<file path="src/asoi_cfg.svh">
// Constants for the sample output interface block
`ifndef ASOI_CFG_SVH
`define ASOI_CFG_SVH
`define ASOI_DATA_W       8
`define ASOI_PIPE_DEPTH   3
`define ASOI_FIFO_DEPTH   8
`define ASOI_CLK_PERIOD_NS 10
`define ASOI_PD_TIME_NS   200
`define ASOI_PD_CYCLES    ((`ASOI_PD_TIME_NS + `ASOI_CLK_PERIOD_NS - 1) / `ASOI_CLK_PERIOD_NS)
`define ASOI_MIDSCALE     8'h80
`endif

</file>
<file path="src/asoi_pkg.sv">
// Types for the sample output interface block
package asoi_pkg;
   typedef enum logic [1:0] {
      ASOI_ACTIVE  = 2'b00,  // Converting
      ASOI_RECOVER = 2'b11,  // Waiting out recovery time
      ASOI_DOWN    = 2'b01   // Powered down
   } asoi_state_type;
endpackage

</file>
<file path="src/asoi_fifo.sv">
// Small valid/ready FIFO held in flip-flops
`timescale 1ns/100ps
module asoi_fifo #(
   parameter int WIDTH = 8,
   parameter int DEPTH = 8
) (
   input  wire logic             clock,
   input  wire logic             rst_n,
   input  wire logic             clear,
   input  wire logic [WIDTH-1:0] in_data,
   input  wire logic             in_valid,
   output logic                  in_ready,
   output logic      [WIDTH-1:0] out_data,
   output logic                  out_valid,
   input  wire logic             out_ready
);
   localparam int AW = $clog2(DEPTH);
   logic [WIDTH-1:0] mem_reg [DEPTH];   // Storage words
   logic [AW-1:0]    wr_reg, wr_next;   // Write index
   logic [AW-1:0]    rd_reg, rd_next;   // Read index
   logic [AW:0]      cnt_reg, cnt_next; // Fill level
   logic             push, pop;         // Handshake strobes

   // Handshakes from honest full and empty
   assign in_ready  = (cnt_reg != (AW+1)'(DEPTH));
   assign out_valid = (cnt_reg != '0);
   assign out_data  = mem_reg[rd_reg];
   assign push      = in_valid && in_ready;
   assign pop       = out_valid && out_ready;

   // Next pointers and level
   always_comb begin
      wr_next  = wr_reg;
      rd_next  = rd_reg;
      cnt_next = cnt_reg;
      if (clear) begin
         wr_next  = '0;
         rd_next  = '0;
         cnt_next = '0;
      end else begin
         if (push) wr_next = (wr_reg == AW'(DEPTH-1)) ? '0 : wr_reg + 1'b1;
         if (pop)  rd_next = (rd_reg == AW'(DEPTH-1)) ? '0 : rd_reg + 1'b1;
         if (push && !pop) cnt_next = cnt_reg + 1'b1;
         if (pop && !push) cnt_next = cnt_reg - 1'b1;
      end
   end

   // Register pointers and storage
   always_ff @(posedge clock or negedge rst_n) begin
      if (!rst_n) begin
         wr_reg  <= '0;
         rd_reg  <= '0;
         cnt_reg <= '0;
         for (int i = 0; i < DEPTH; i++) mem_reg[i] <= '0;
      end else begin
         wr_reg  <= wr_next;
         rd_reg  <= rd_next;
         cnt_reg <= cnt_next;
         if (push && !clear) mem_reg[wr_reg] <= in_data;
      end
   end
endmodule

</file>
<file path="src/asoi_top.sv">
// Digital output side of the eight bit sampling converter
`timescale 1ns/100ps
`include "asoi_cfg.svh"
module asoi_top (
   input  wire logic                   clock,
   input  wire logic                   rst_n,
   input  wire logic                   sample_clock,
   input  wire logic [`ASOI_DATA_W-1:0] conv_code,
   input  wire logic                   power_down_select,
   output logic [`ASOI_DATA_W-1:0]     sample_output_bits,
   output logic [`ASOI_DATA_W-1:0]     sample_output_oe,
   output logic                        data_valid,
   output logic                        reference_on,
   output logic                        fifo_valid,
   input  wire logic                   fifo_ready,
   output logic [`ASOI_DATA_W-1:0]     fifo_data,
   output logic                        sample_dropped
);
   localparam int PDC = `ASOI_PD_CYCLES;

   asoi_pkg::asoi_state_type state_reg, state_next; // Power state
   logic [7:0] tmr_reg, tmr_next;                    // Recovery timer
   logic [7:0] pd_tmr_reg, pd_tmr_next;              // Power down timer
   logic       sclk_d_reg;                           // Last sample clock level
   logic       edge_s;                               // Rising edge of sample clock
   logic [`ASOI_DATA_W-1:0] pipe_reg [`ASOI_PIPE_DEPTH]; // Conversion stages
   logic [`ASOI_DATA_W-1:0] pipe_next [`ASOI_PIPE_DEPTH];
   logic [1:0] fill_reg, fill_next;                  // Valid stage count
   logic [`ASOI_DATA_W-1:0] out_reg, out_next;       // Output word
   logic       oe_reg, oe_next;                      // Output drive
   logic       val_reg, val_next;                    // Word valid
   logic       drop_reg, drop_next;                  // Lost word pulse
   logic       f_in_ready;                           // FIFO room

   // Edge detect on the sampled clock input
   assign edge_s = sample_clock && !sclk_d_reg;

   // Power state, timers and pipeline next values
   always_comb begin
      state_next  = state_reg;
      tmr_next    = tmr_reg;
      pd_tmr_next = pd_tmr_reg;
      fill_next   = fill_reg;
      out_next    = out_reg;
      oe_next     = oe_reg;
      val_next    = 1'b0;
      drop_next   = 1'b0;
      for (int i = 0; i < `ASOI_PIPE_DEPTH; i++) pipe_next[i] = pipe_reg[i];
      case (state_reg)
         asoi_pkg::ASOI_ACTIVE: begin
            if (power_down_select) begin
               // Enter low power; outputs released at once
               state_next  = asoi_pkg::ASOI_DOWN;
               oe_next     = 1'b0;
               fill_next   = 2'd0;
               pd_tmr_next = 8'(PDC);
            end
         end
         asoi_pkg::ASOI_DOWN: begin
            oe_next = 1'b0;
            // Count out the host's wait before it trusts the released pins
            if (pd_tmr_reg != 8'h00) pd_tmr_next = pd_tmr_reg - 8'h01;
            // Release starts the full recovery count
            if (!power_down_select) begin
               state_next = asoi_pkg::ASOI_RECOVER;
               tmr_next   = 8'(PDC);
            end
         end
         asoi_pkg::ASOI_RECOVER: begin
            // Held word is driven again while recovery runs
            oe_next = 1'b1;
            if (power_down_select) begin
               state_next = asoi_pkg::ASOI_DOWN;
               oe_next    = 1'b0;
            end else if (tmr_reg == 8'h01) begin
               state_next = asoi_pkg::ASOI_ACTIVE;
               fill_next  = 2'd0;
            end else begin
               tmr_next = tmr_reg - 8'h01;
            end
         end
         default: state_next = asoi_pkg::ASOI_DOWN;
      endcase
      // Pipeline shifts on each sample edge while converting
      if (state_reg == asoi_pkg::ASOI_ACTIVE && !power_down_select && edge_s) begin
         pipe_next[0] = conv_code;
         for (int i = 1; i < `ASOI_PIPE_DEPTH; i++) pipe_next[i] = pipe_reg[i-1];
         out_next = pipe_reg[`ASOI_PIPE_DEPTH-1];
         oe_next  = 1'b1;
         if (fill_reg == 2'd3) begin
            val_next  = 1'b1;
            // Push lands next clock; a read this clock frees a slot in time
            drop_next = !f_in_ready && !(fifo_valid && fifo_ready);
         end else begin
            fill_next = fill_reg + 2'd1;
         end
      end
   end

   // Register state
   always_ff @(posedge clock or negedge rst_n) begin
      if (!rst_n) begin
         state_reg  <= asoi_pkg::ASOI_ACTIVE;
         tmr_reg    <= 8'h00;
         pd_tmr_reg <= 8'h00;
         sclk_d_reg <= 1'b0;
         fill_reg   <= 2'd0;
         out_reg    <= 8'h00;
         oe_reg     <= 1'b1;
         val_reg    <= 1'b0;
         drop_reg   <= 1'b0;
         for (int i = 0; i < `ASOI_PIPE_DEPTH; i++) pipe_reg[i] <= 8'h00;
      end else begin
         state_reg  <= state_next;
         tmr_reg    <= tmr_next;
         pd_tmr_reg <= pd_tmr_next;
         sclk_d_reg <= sample_clock;
         fill_reg   <= fill_next;
         out_reg    <= out_next;
         oe_reg     <= oe_next;
         val_reg    <= val_next;
         drop_reg   <= drop_next;
         for (int i = 0; i < `ASOI_PIPE_DEPTH; i++) pipe_reg[i] <= pipe_next[i];
      end
   end

   // Output pins and status
   assign sample_output_bits = out_reg;
   assign sample_output_oe   = {`ASOI_DATA_W{oe_reg}};
   assign data_valid         = val_reg;
   assign sample_dropped     = drop_reg;
   assign reference_on       = 1'b1;

   // Capture buffer for valid words
   asoi_fifo #(.WIDTH(`ASOI_DATA_W), .DEPTH(`ASOI_FIFO_DEPTH)) u_fifo (
      .clock     (clock),
      .rst_n     (rst_n),
      .clear     (1'b0),
      .in_data   (out_reg),
      .in_valid  (val_reg),
      .in_ready  (f_in_ready),
      .out_data  (fifo_data),
      .out_valid (fifo_valid),
      .out_ready (fifo_ready)
   );
endmodule

</file>
<file path="config.mk">
export PLATFORM = sky130hd
export DESIGN_NAME = asoi_top
export DESIGN_NICKNAME = d
export VERILOG_FILES = /design/src/asoi_pkg.sv /design/src/asoi_fifo.sv /design/src/asoi_top.sv
export VERILOG_INCLUDE_DIRS = /design/src /design/src/src
export SDC_FILE = /design/constraint.sdc
export NUM_CORES = 1
export LEC_CHECK = 0
export ABC_AREA = 1
export BUFFER_PORTS_ARGS = -buffer_cell sky130_fd_sc_hd__buf_2
export CAP_MARGIN = 20
export CORE_ASPECT_RATIO = 0.6
export CORE_MARGIN = 1
export CORE_UTILIZATION = 28
export CTS_CLUSTER_DIAMETER = 120
export DETAILED_ROUTE_END_ITERATION = 10
export SLEW_MARGIN = 25
export SYNTH_ARGS = -nofsm -noshare
export SYNTH_HDL_FRONTEND = slang
export SYNTH_SLANG_ARGS = --single-unit
</file>
<file path="constraint.sdc">
create_clock -name clock -period 3.51 [get_ports clock]
set_clock_uncertainty 0.05 [all_clocks]
set_input_delay 0.5265 -clock clock [delete_from_list [all_inputs] [get_ports clock]]
set_output_delay 0.5265 -clock clock [all_outputs]
set_load 0.05 [all_outputs]
</file>
==> impl_results.md, run 1 <==
* Critical path type: flip-flop to output port
* Drt wl/cell at 13.1 um
* Peak supply drop at 0.539 mV
* # fillers at 2010
* First-pass GRT wire length at 21.6 mm
* CP top delay family: buffers and inverters
* Chip Width at 186 um
* Critical path fanouts, max at 23
* Final nets at 738
* Hold buffers post-CTS at 0
* DR DRC count at 0
* Worst EP required at 2930 ps
* Status: completed
* Worst-Skew Late Latency at 410 ps
* Crit. End Element: output port
* Max-cap check violation count at 0
* Post-Synth Simple-Gate Area at 20.4%
* Pins Over Slew Limit at 0
* Post-synthesis adder-cell area fraction at 2.86%
* Minimum clock period at 2610 ps
* Post-CTS sizing at 0
* Io pins at 41
* Clk root buf: clkbuf_16
* FP Rows at 39
* Mean post-synth cell area at 8.30 sq um
* Placed Area at 0.00603 sq mm
* Worst-Margin Slew at 696 ps
* Tightest Hold Check Type: input port to async pin
* Met3 wire length at 606 um
* Vias in the first global route at 4039
* Final hold vios at 0
* Slew HR at 53.5%
* Post-DP HPWL at 8.48 mm
* Initial core utilization at 29.2%
* Max FFs per register at 64
* Post CTS Setup Buffer Count at 0
* DR pass1 iterations at 5
* Maximum buffer depth of the clock tree at 2
* RSZ-0062 raised after global routing: no
* Total Wirelength at 13.0 mm
* Post-synth cell types at 31
* CP peak stage delay at 380 ps
* Die area at 0.0209 sq mm
* Commonest non-fill, non-tap cell in the layout: nand2_1
* Area delta synth->final at 16.7%
* Crit path buf inv count at 3
* Crit Reg-Reg Startpoint: u_fifo.cnt_reg[0]$_DFFE_PN0P_
* Achievable Freq at 383 MHz
* Largest net degree at the start of global routing at 68
* DR iter-0 viols at 318
* Core Util, Final at 34.1%
* CTS sink count at 122
* Area of the multi-input gates at 0.00219 sq mm
* Critical path launch point type: flip-flop
* Mux share of post-synthesis cell area at 0%
* Most frequent CP cell: nand2_1
* Post-synthesis compound-gate area fraction at 14.5%
* Post-Syn Area at 0.00569 sq mm
* Worst Setup SP: u_fifo.rd_reg[0]$_DFFE_PN0P_
* Leak at 0.00330 uW
* Vias per cell at 4.47
* Largest family of logic cells by synthesized area: simple AND/OR/NAND/NOR gates
* Post-synthesis cell count at 685
* Routability cong. at 0.778
* TritonCTS clock tree: yes
* H-tree levels at 4
* Register area at 0.00305 sq mm
* Routed length on met2 at 5.31 mm
* Initial antenna violation count at 0
* M1 wire length at 6.88 mm
* Port bufs at 39
* DRT antenna net count at 0
* Synth warn at 0
* Vias at 4431
* Final setup violation count at 0
* Ant diodes at 0
* Worst-path clk slew at 50 ps
* Synth Register Bits at 122
* Syn Nets at 711
* Overall Global Routing Usage at 13.5%
* Die H at 112 um
* Finished Cell Area at 0.00663 sq mm
* Xor and xnor area share after synthesis at 0.616%
* Gr ovfl total at 0
* Fin crit share at 74.4%
* PD cells at 864 mW/mm^2
* Highest Signal Layer: met4
* Flop2flop setup slack at 1280 ps
* Crit-path cells: inv_1 > buf_4 > nor2_1 > o21ai_0 > nand2_1 > nand2_1 > buf_2
* Slowest CP cell: dfrtp_1
* Crit path DAT at 2030 ps
* Fin Setup TNS at 0 ps
* CTS buffer count at 17
* Post-synthesis sequential area ratio at 53.7%
* Core Footprint at 0.0195 sq mm
* Layout cells sized above 1 at 12.3%
* Most frequent cells in the layout: 165 x nand2_1, 121 x dfrtp_1, 110 x o21ai_0, 91 x nor2_1, 53 x inv_1
-- per-stage QoR --
| step | total power (uW) | hold WS (ps) | instances | worst slack, ps |
|---|---|---|---|---|
| 2_1_floorplan | 3470 | 181 | 685 | 1120 |
| 3_3_place_gp | 3970 | 414 | 959 | 1320 |
| 3_5_place_dp | 3980 | 422 | 959 | 1300 |
| 4_1_cts | 5780 | 63.2 | 991 | 894 |
| 5_1_grt | 6120 | 87.4 | 991 | 725 |
| 6_report | 5730 | 48.0 | 991 | 900 |
-- path summary, 6_finish.rpt --
check,end,cells past startpoint
max in group asynchronous,oe_reg$_DFFE_PN1P_,2
setup reg to reg,u_fifo.cnt_reg[2]$_DFFE_PN0P_,12
setup / recovery,fifo_data[3],7
min in group clock,sclk_d_reg$_DFF_PN0_,1
hold reg to reg,pipe_reg[12]$_DFFE_PN0P_,2
hold / removal,pipe_reg[14]$_DFFE_PN0P_,1
-- area by class of cell --
cell class | instances | area share [%]
Sequential cell | 122 | 46.0
Multi-Input combinational cell | 469 | 33.0
Clock buffer | 20 | 6.73
Tap cell | 266 | 5.02
Timing Repair Buffer | 46 | 3.77
Inverter | 56 | 3.17
Clock inverter | 12 | 2.23
-- worst register-to-register path, delay by kind of cell (launching register included) --
family	cells	cell delay (ps)
simple gates	5	700
fa+ha+maj	2	450
flops	1	440
compound gates	2	180
buf+inv	2	160
xor+xnor	1	160
-- cell families (layout without fill, tap and decap cells) --
group / after synthesis / after routing
AO/OA/AOI/OAI: 164 / 164
XOR/XNOR: 4 / 4
adder cells (fa/ha/maj): 13 / 13
buffers and inverters: 94 / 134
flip-flops: 122 / 122
other: 1 / 1
AND/OR/NAND/NOR: 287 / 287
-- report_power, final --
group / leakage, uW / internal (uW) / total (uW) / switching, uW
logic: 0.00142 / 554 / 2090 / 1540
registers: 0.00160 / 1680 / 1870 / 187
clock network: 0.000290 / 1130 / 1770 / 639
-- cells in the mapped netlist, drive strengths merged --
library cell / instances / share of area, %
a21oi: 18 / 1.6
buf: 27 / 3.4
clkbuf: 11 / 0.75
clkinv: 1 / 0.066
conb: 1 / 0.066
dfrtp: 121 / 53
dfstp: 1 / 0.46
ha: 13 / 2.9
inv: 55 / 3.6
nand2: 171 / 12
nand3: 16 / 1.5
nand4: 3 / 0.33
nor2: 93 / 6.3
nor3: 2 / 0.18
nor4: 1 / 0.11
o211ai: 1 / 0.13
o21ai: 145 / 13
or2: 1 / 0.11
xnor2: 1 / 0.15
xor2: 3 / 0.46
-- routing by layer --
layer / vias up / GRT usage [%]
li1: 2242 / -
met1: 2074 / 20.9
met2: 97 / 17.9
met3: 18 / 3.02
met4: 0 / 4.75
met5: - / 0
No activity file was read; power rests on OpenSTA's default activity.
==> run 2, diff against run 1 <==
- clock period: 3.51 -> 2.23 ns (I/O delays scaled with it)
==> run 2 against run 1 <==
  * Via count is 2.3% higher
  * Register-to-register slack worse by 1100 ps
  * Worst setup slack worse by 860 ps
==> impl_results.md, run 2 (same netlist as run 1, synthesis figures left out) <==
* Status: completed (unchanged)
* DR pass1 iterations at 5 (unchanged)
* Vias per cell at 4.53 (was 4.47)
* RSZ-0062 raised after global routing: yes (was no)
* Initial antenna violation count at 0 (unchanged)
* Flop pwr share at 30.1% (was 32.6%)
* FP Rows at 39 (unchanged)
* Worst Setup SP: u_fifo.rd_reg[0]$_DFFE_PN0P_ (unchanged)
* Peak supply drop at 1.09 mV (was 0.539 mV)
* Critical path fanouts, max at 5 (was 23)
* Clk root buf: clkbuf_16 (unchanged)
* CP peak stage delay at 430 ps (was 380 ps)
* Crit Reg-Reg Startpoint: u_fifo.cnt_reg[0]$_DFFE_PN0P_ (unchanged)
* DR iter-0 viols at 299 (was 318)
* Critical path launch point type: flip-flop (unchanged)
* Vias at 4535 (was 4431)
* First-pass GRT wire length at 22.3 mm (was 21.6 mm)
* Routability cong. at 0.831 (was 0.778)
* H-tree levels at 4 (unchanged)
* Fin crit share at 98.0%
* CTS sink count at 122 (unchanged)
* Max FFs per register at 64 (unchanged)
* Ant diodes at 0 (unchanged)
* Worst setup margin at 43.6 ps (was 900 ps)
* Fin Setup TNS at 0 ps (unchanged)
* Most frequent cells in the layout: 160 x nand2_1, 119 x dfrtp_1, 88 x o21ai_0, 84 x nor2_1, 57 x o21ai_1 (was 165 x nand2_1, 121 x dfrtp_1, 110 x o21ai_0, 91 x nor2_1, 53 x inv_1)
* Drt wl/cell at 13.6 um (was 13.1 um)
* CP top delay family: buffers and inverters (unchanged)
* Die area at 0.0209 sq mm (unchanged)
* Slowest CP cell: dfrtp_2 (was dfrtp_1)
* Final nets at 749 (was 738)
* Layout cells sized above 1 at 15.6% (was 12.3%)
* Sw Pwr at 3990 uW (was 2370 uW)
* Area of the multi-input gates at 0.00223 sq mm (was 0.00219 sq mm)
* Gr ovfl total at 0 (unchanged)
* Achievable Freq at 457 MHz
* Io pins at 41 (unchanged)
* Worst-path clk slew at 50 ps (about the same)
* Worst-Skew Late Latency at 410 ps (about the same)
* Most frequent CP cell: o21ai_1 (was nand2_1)
* Post-DP HPWL at 8.47 mm (was 8.48 mm)
* Combinational group share of total power at 40.9% (was 36.6%)
* Core Footprint at 0.0195 sq mm (unchanged)
* CTS buffer count at 17 (unchanged)
* Crit. End Element: output port (unchanged)
* Worst-Margin Slew at 575 ps (was 696 ps)
* Commonest non-fill, non-tap cell in the layout: nand2_1 (unchanged)
* Finished Cell Area at 0.00698 sq mm (was 0.00663 sq mm)
* Pre-CTS setup slack at 125 ps (was 1300 ps)
* Worst hold start: fifo_ready
* Core Util, Final at 35.9% (was 34.1%)
* # fillers at 1968 (was 2010)
* Pins Over Slew Limit at 0 (unchanged)
* Power Internal at 5800 uW (was 3360 uW)
* Initial core utilization at 29.2% (unchanged)
* TritonCTS clock tree: yes (unchanged)
* Worst EP required at 1850 ps (was 2930 ps)
* Final setup violation count at 0 (unchanged)
* Tightest Hold Check Type: input port to flip-flop (was input port to async pin)
* Total Wirelength at 13.6 mm (was 13.0 mm)
* Clock Power Share at 29.0% (was 30.9%)
* Max-cap check violation count at 0 (unchanged)
* Overall Global Routing Usage at 13.8% (was 13.5%)
* Leak at 0.00341 uW (was 0.00330 uW)
* Critical path type: flip-flop to output port (unchanged)
* Port bufs at 39 (unchanged)
* Sw frac at 40.8% (was 41.3%)
* Die H at 112 um (unchanged)
* Placed Area at 0.00613 sq mm (was 0.00603 sq mm)
* PD cells at 1400 mW/mm^2 (was 864 mW/mm^2)
* DRT antenna net count at 0 (unchanged)
* Slew HR at 61.6% (was 53.5%)
* Chip Width at 186 um (unchanged)
* Crit-path cells: buf_12 > clkbuf_16 > nor2_2 > nor2_1 > o21ai_1 > o21ai_1 > nand2_1 > nand2_2 > buf_8 (was inv_1 > buf_4 > nor2_1 > o21ai_0 > nand2_1 > nand2_1 > buf_2)
* Area delta synth->final at 22.8% (was 16.7%)
* Largest net degree at the start of global routing at 65 (was 68)
* Maximum buffer depth of the clock tree at 2 (unchanged)
* DR DRC count at 0 (unchanged)
* Crit path DAT at 1800 ps (was 2030 ps)
* Final hold vios at 0 (unchanged)
* Minimum clock period at 2190 ps
* Crit path buf inv count at 3 (unchanged)
* Vias in the first global route at 4282 (was 4039)
* Register area at 0.00306 sq mm (was 0.00305 sq mm)
==> run 2: path summary, 6_finish.rpt <==
kind                                                   to  slack (ps)  depth (start not counted)
hold reg to reg            u_fifo.mem_reg[47]$_DFFE_PN0P_         430                          2
setup / recovery                             fifo_data[7]          40                          9
setup reg to reg            u_fifo.cnt_reg[2]$_DFFE_PN0P_         170                         12
hold / removal                   sample_dropped$_DFF_PN0_          80                          2
min in group asynchronous        pipe_reg[21]$_DFFE_PN0P_         390                          2
max in group asynchronous              oe_reg$_DFFE_PN1P_        1090                          3
==> run 2: layer usage <==
metal | vias up | wire [um] | global-route usage [%]
met4 | 0 | 145 | 4.75
met3 | 14 | 717 | 3.37
met5 | - | 0 | 0
li1 | 2279 | - | -
met1 | 2152 | 7070 | 20.5
met2 | 90 | 5690 | 19.3
==> run 2: metrics by stage <==
stage	std cells	hold WS (ps)	total power, uW
3_3_place_gp	963	286	6350
6_report	1002	75.9	9780
5_1_grt	1002	63.3	10400
3_5_place_dp	963	284	6390
2_1_floorplan	685	-11.1	5470
4_1_cts	997	57.6	9290
==> run 2: repair_timing <==
item	CTS	global route
cloned	0	4
setup endpoints to repair	7	9
hold endpoints to repair	34	0
buffers inserted	0	1
hold buffers	2	0
pin swaps	0	3
gates resized for setup	3	64
==> run 2: layout make-up <==
type                       instances  share of cell area (%)
clock buffer                      19                    6.34
timing repair buffer              57                    7.65
tap                              266                    4.77
sequential                       122                    43.8
clock inverter                    13                    2.42
inverter                          56                    3.08
multi-input combinational        469                    32.0
==> run 2: power by group through the flow <==
stage | sequential (uW) | combinational (uW) | clock [uW]
floorplan | 3140 | 2320 | 0
global placement | 2970 | 3390 | 0
detailed placement | 2970 | 3420 | 0
CTS | 2940 | 3460 | 2890
global route | 3010 | 4420 | 2980
finish | 2940 | 4000 | 2840
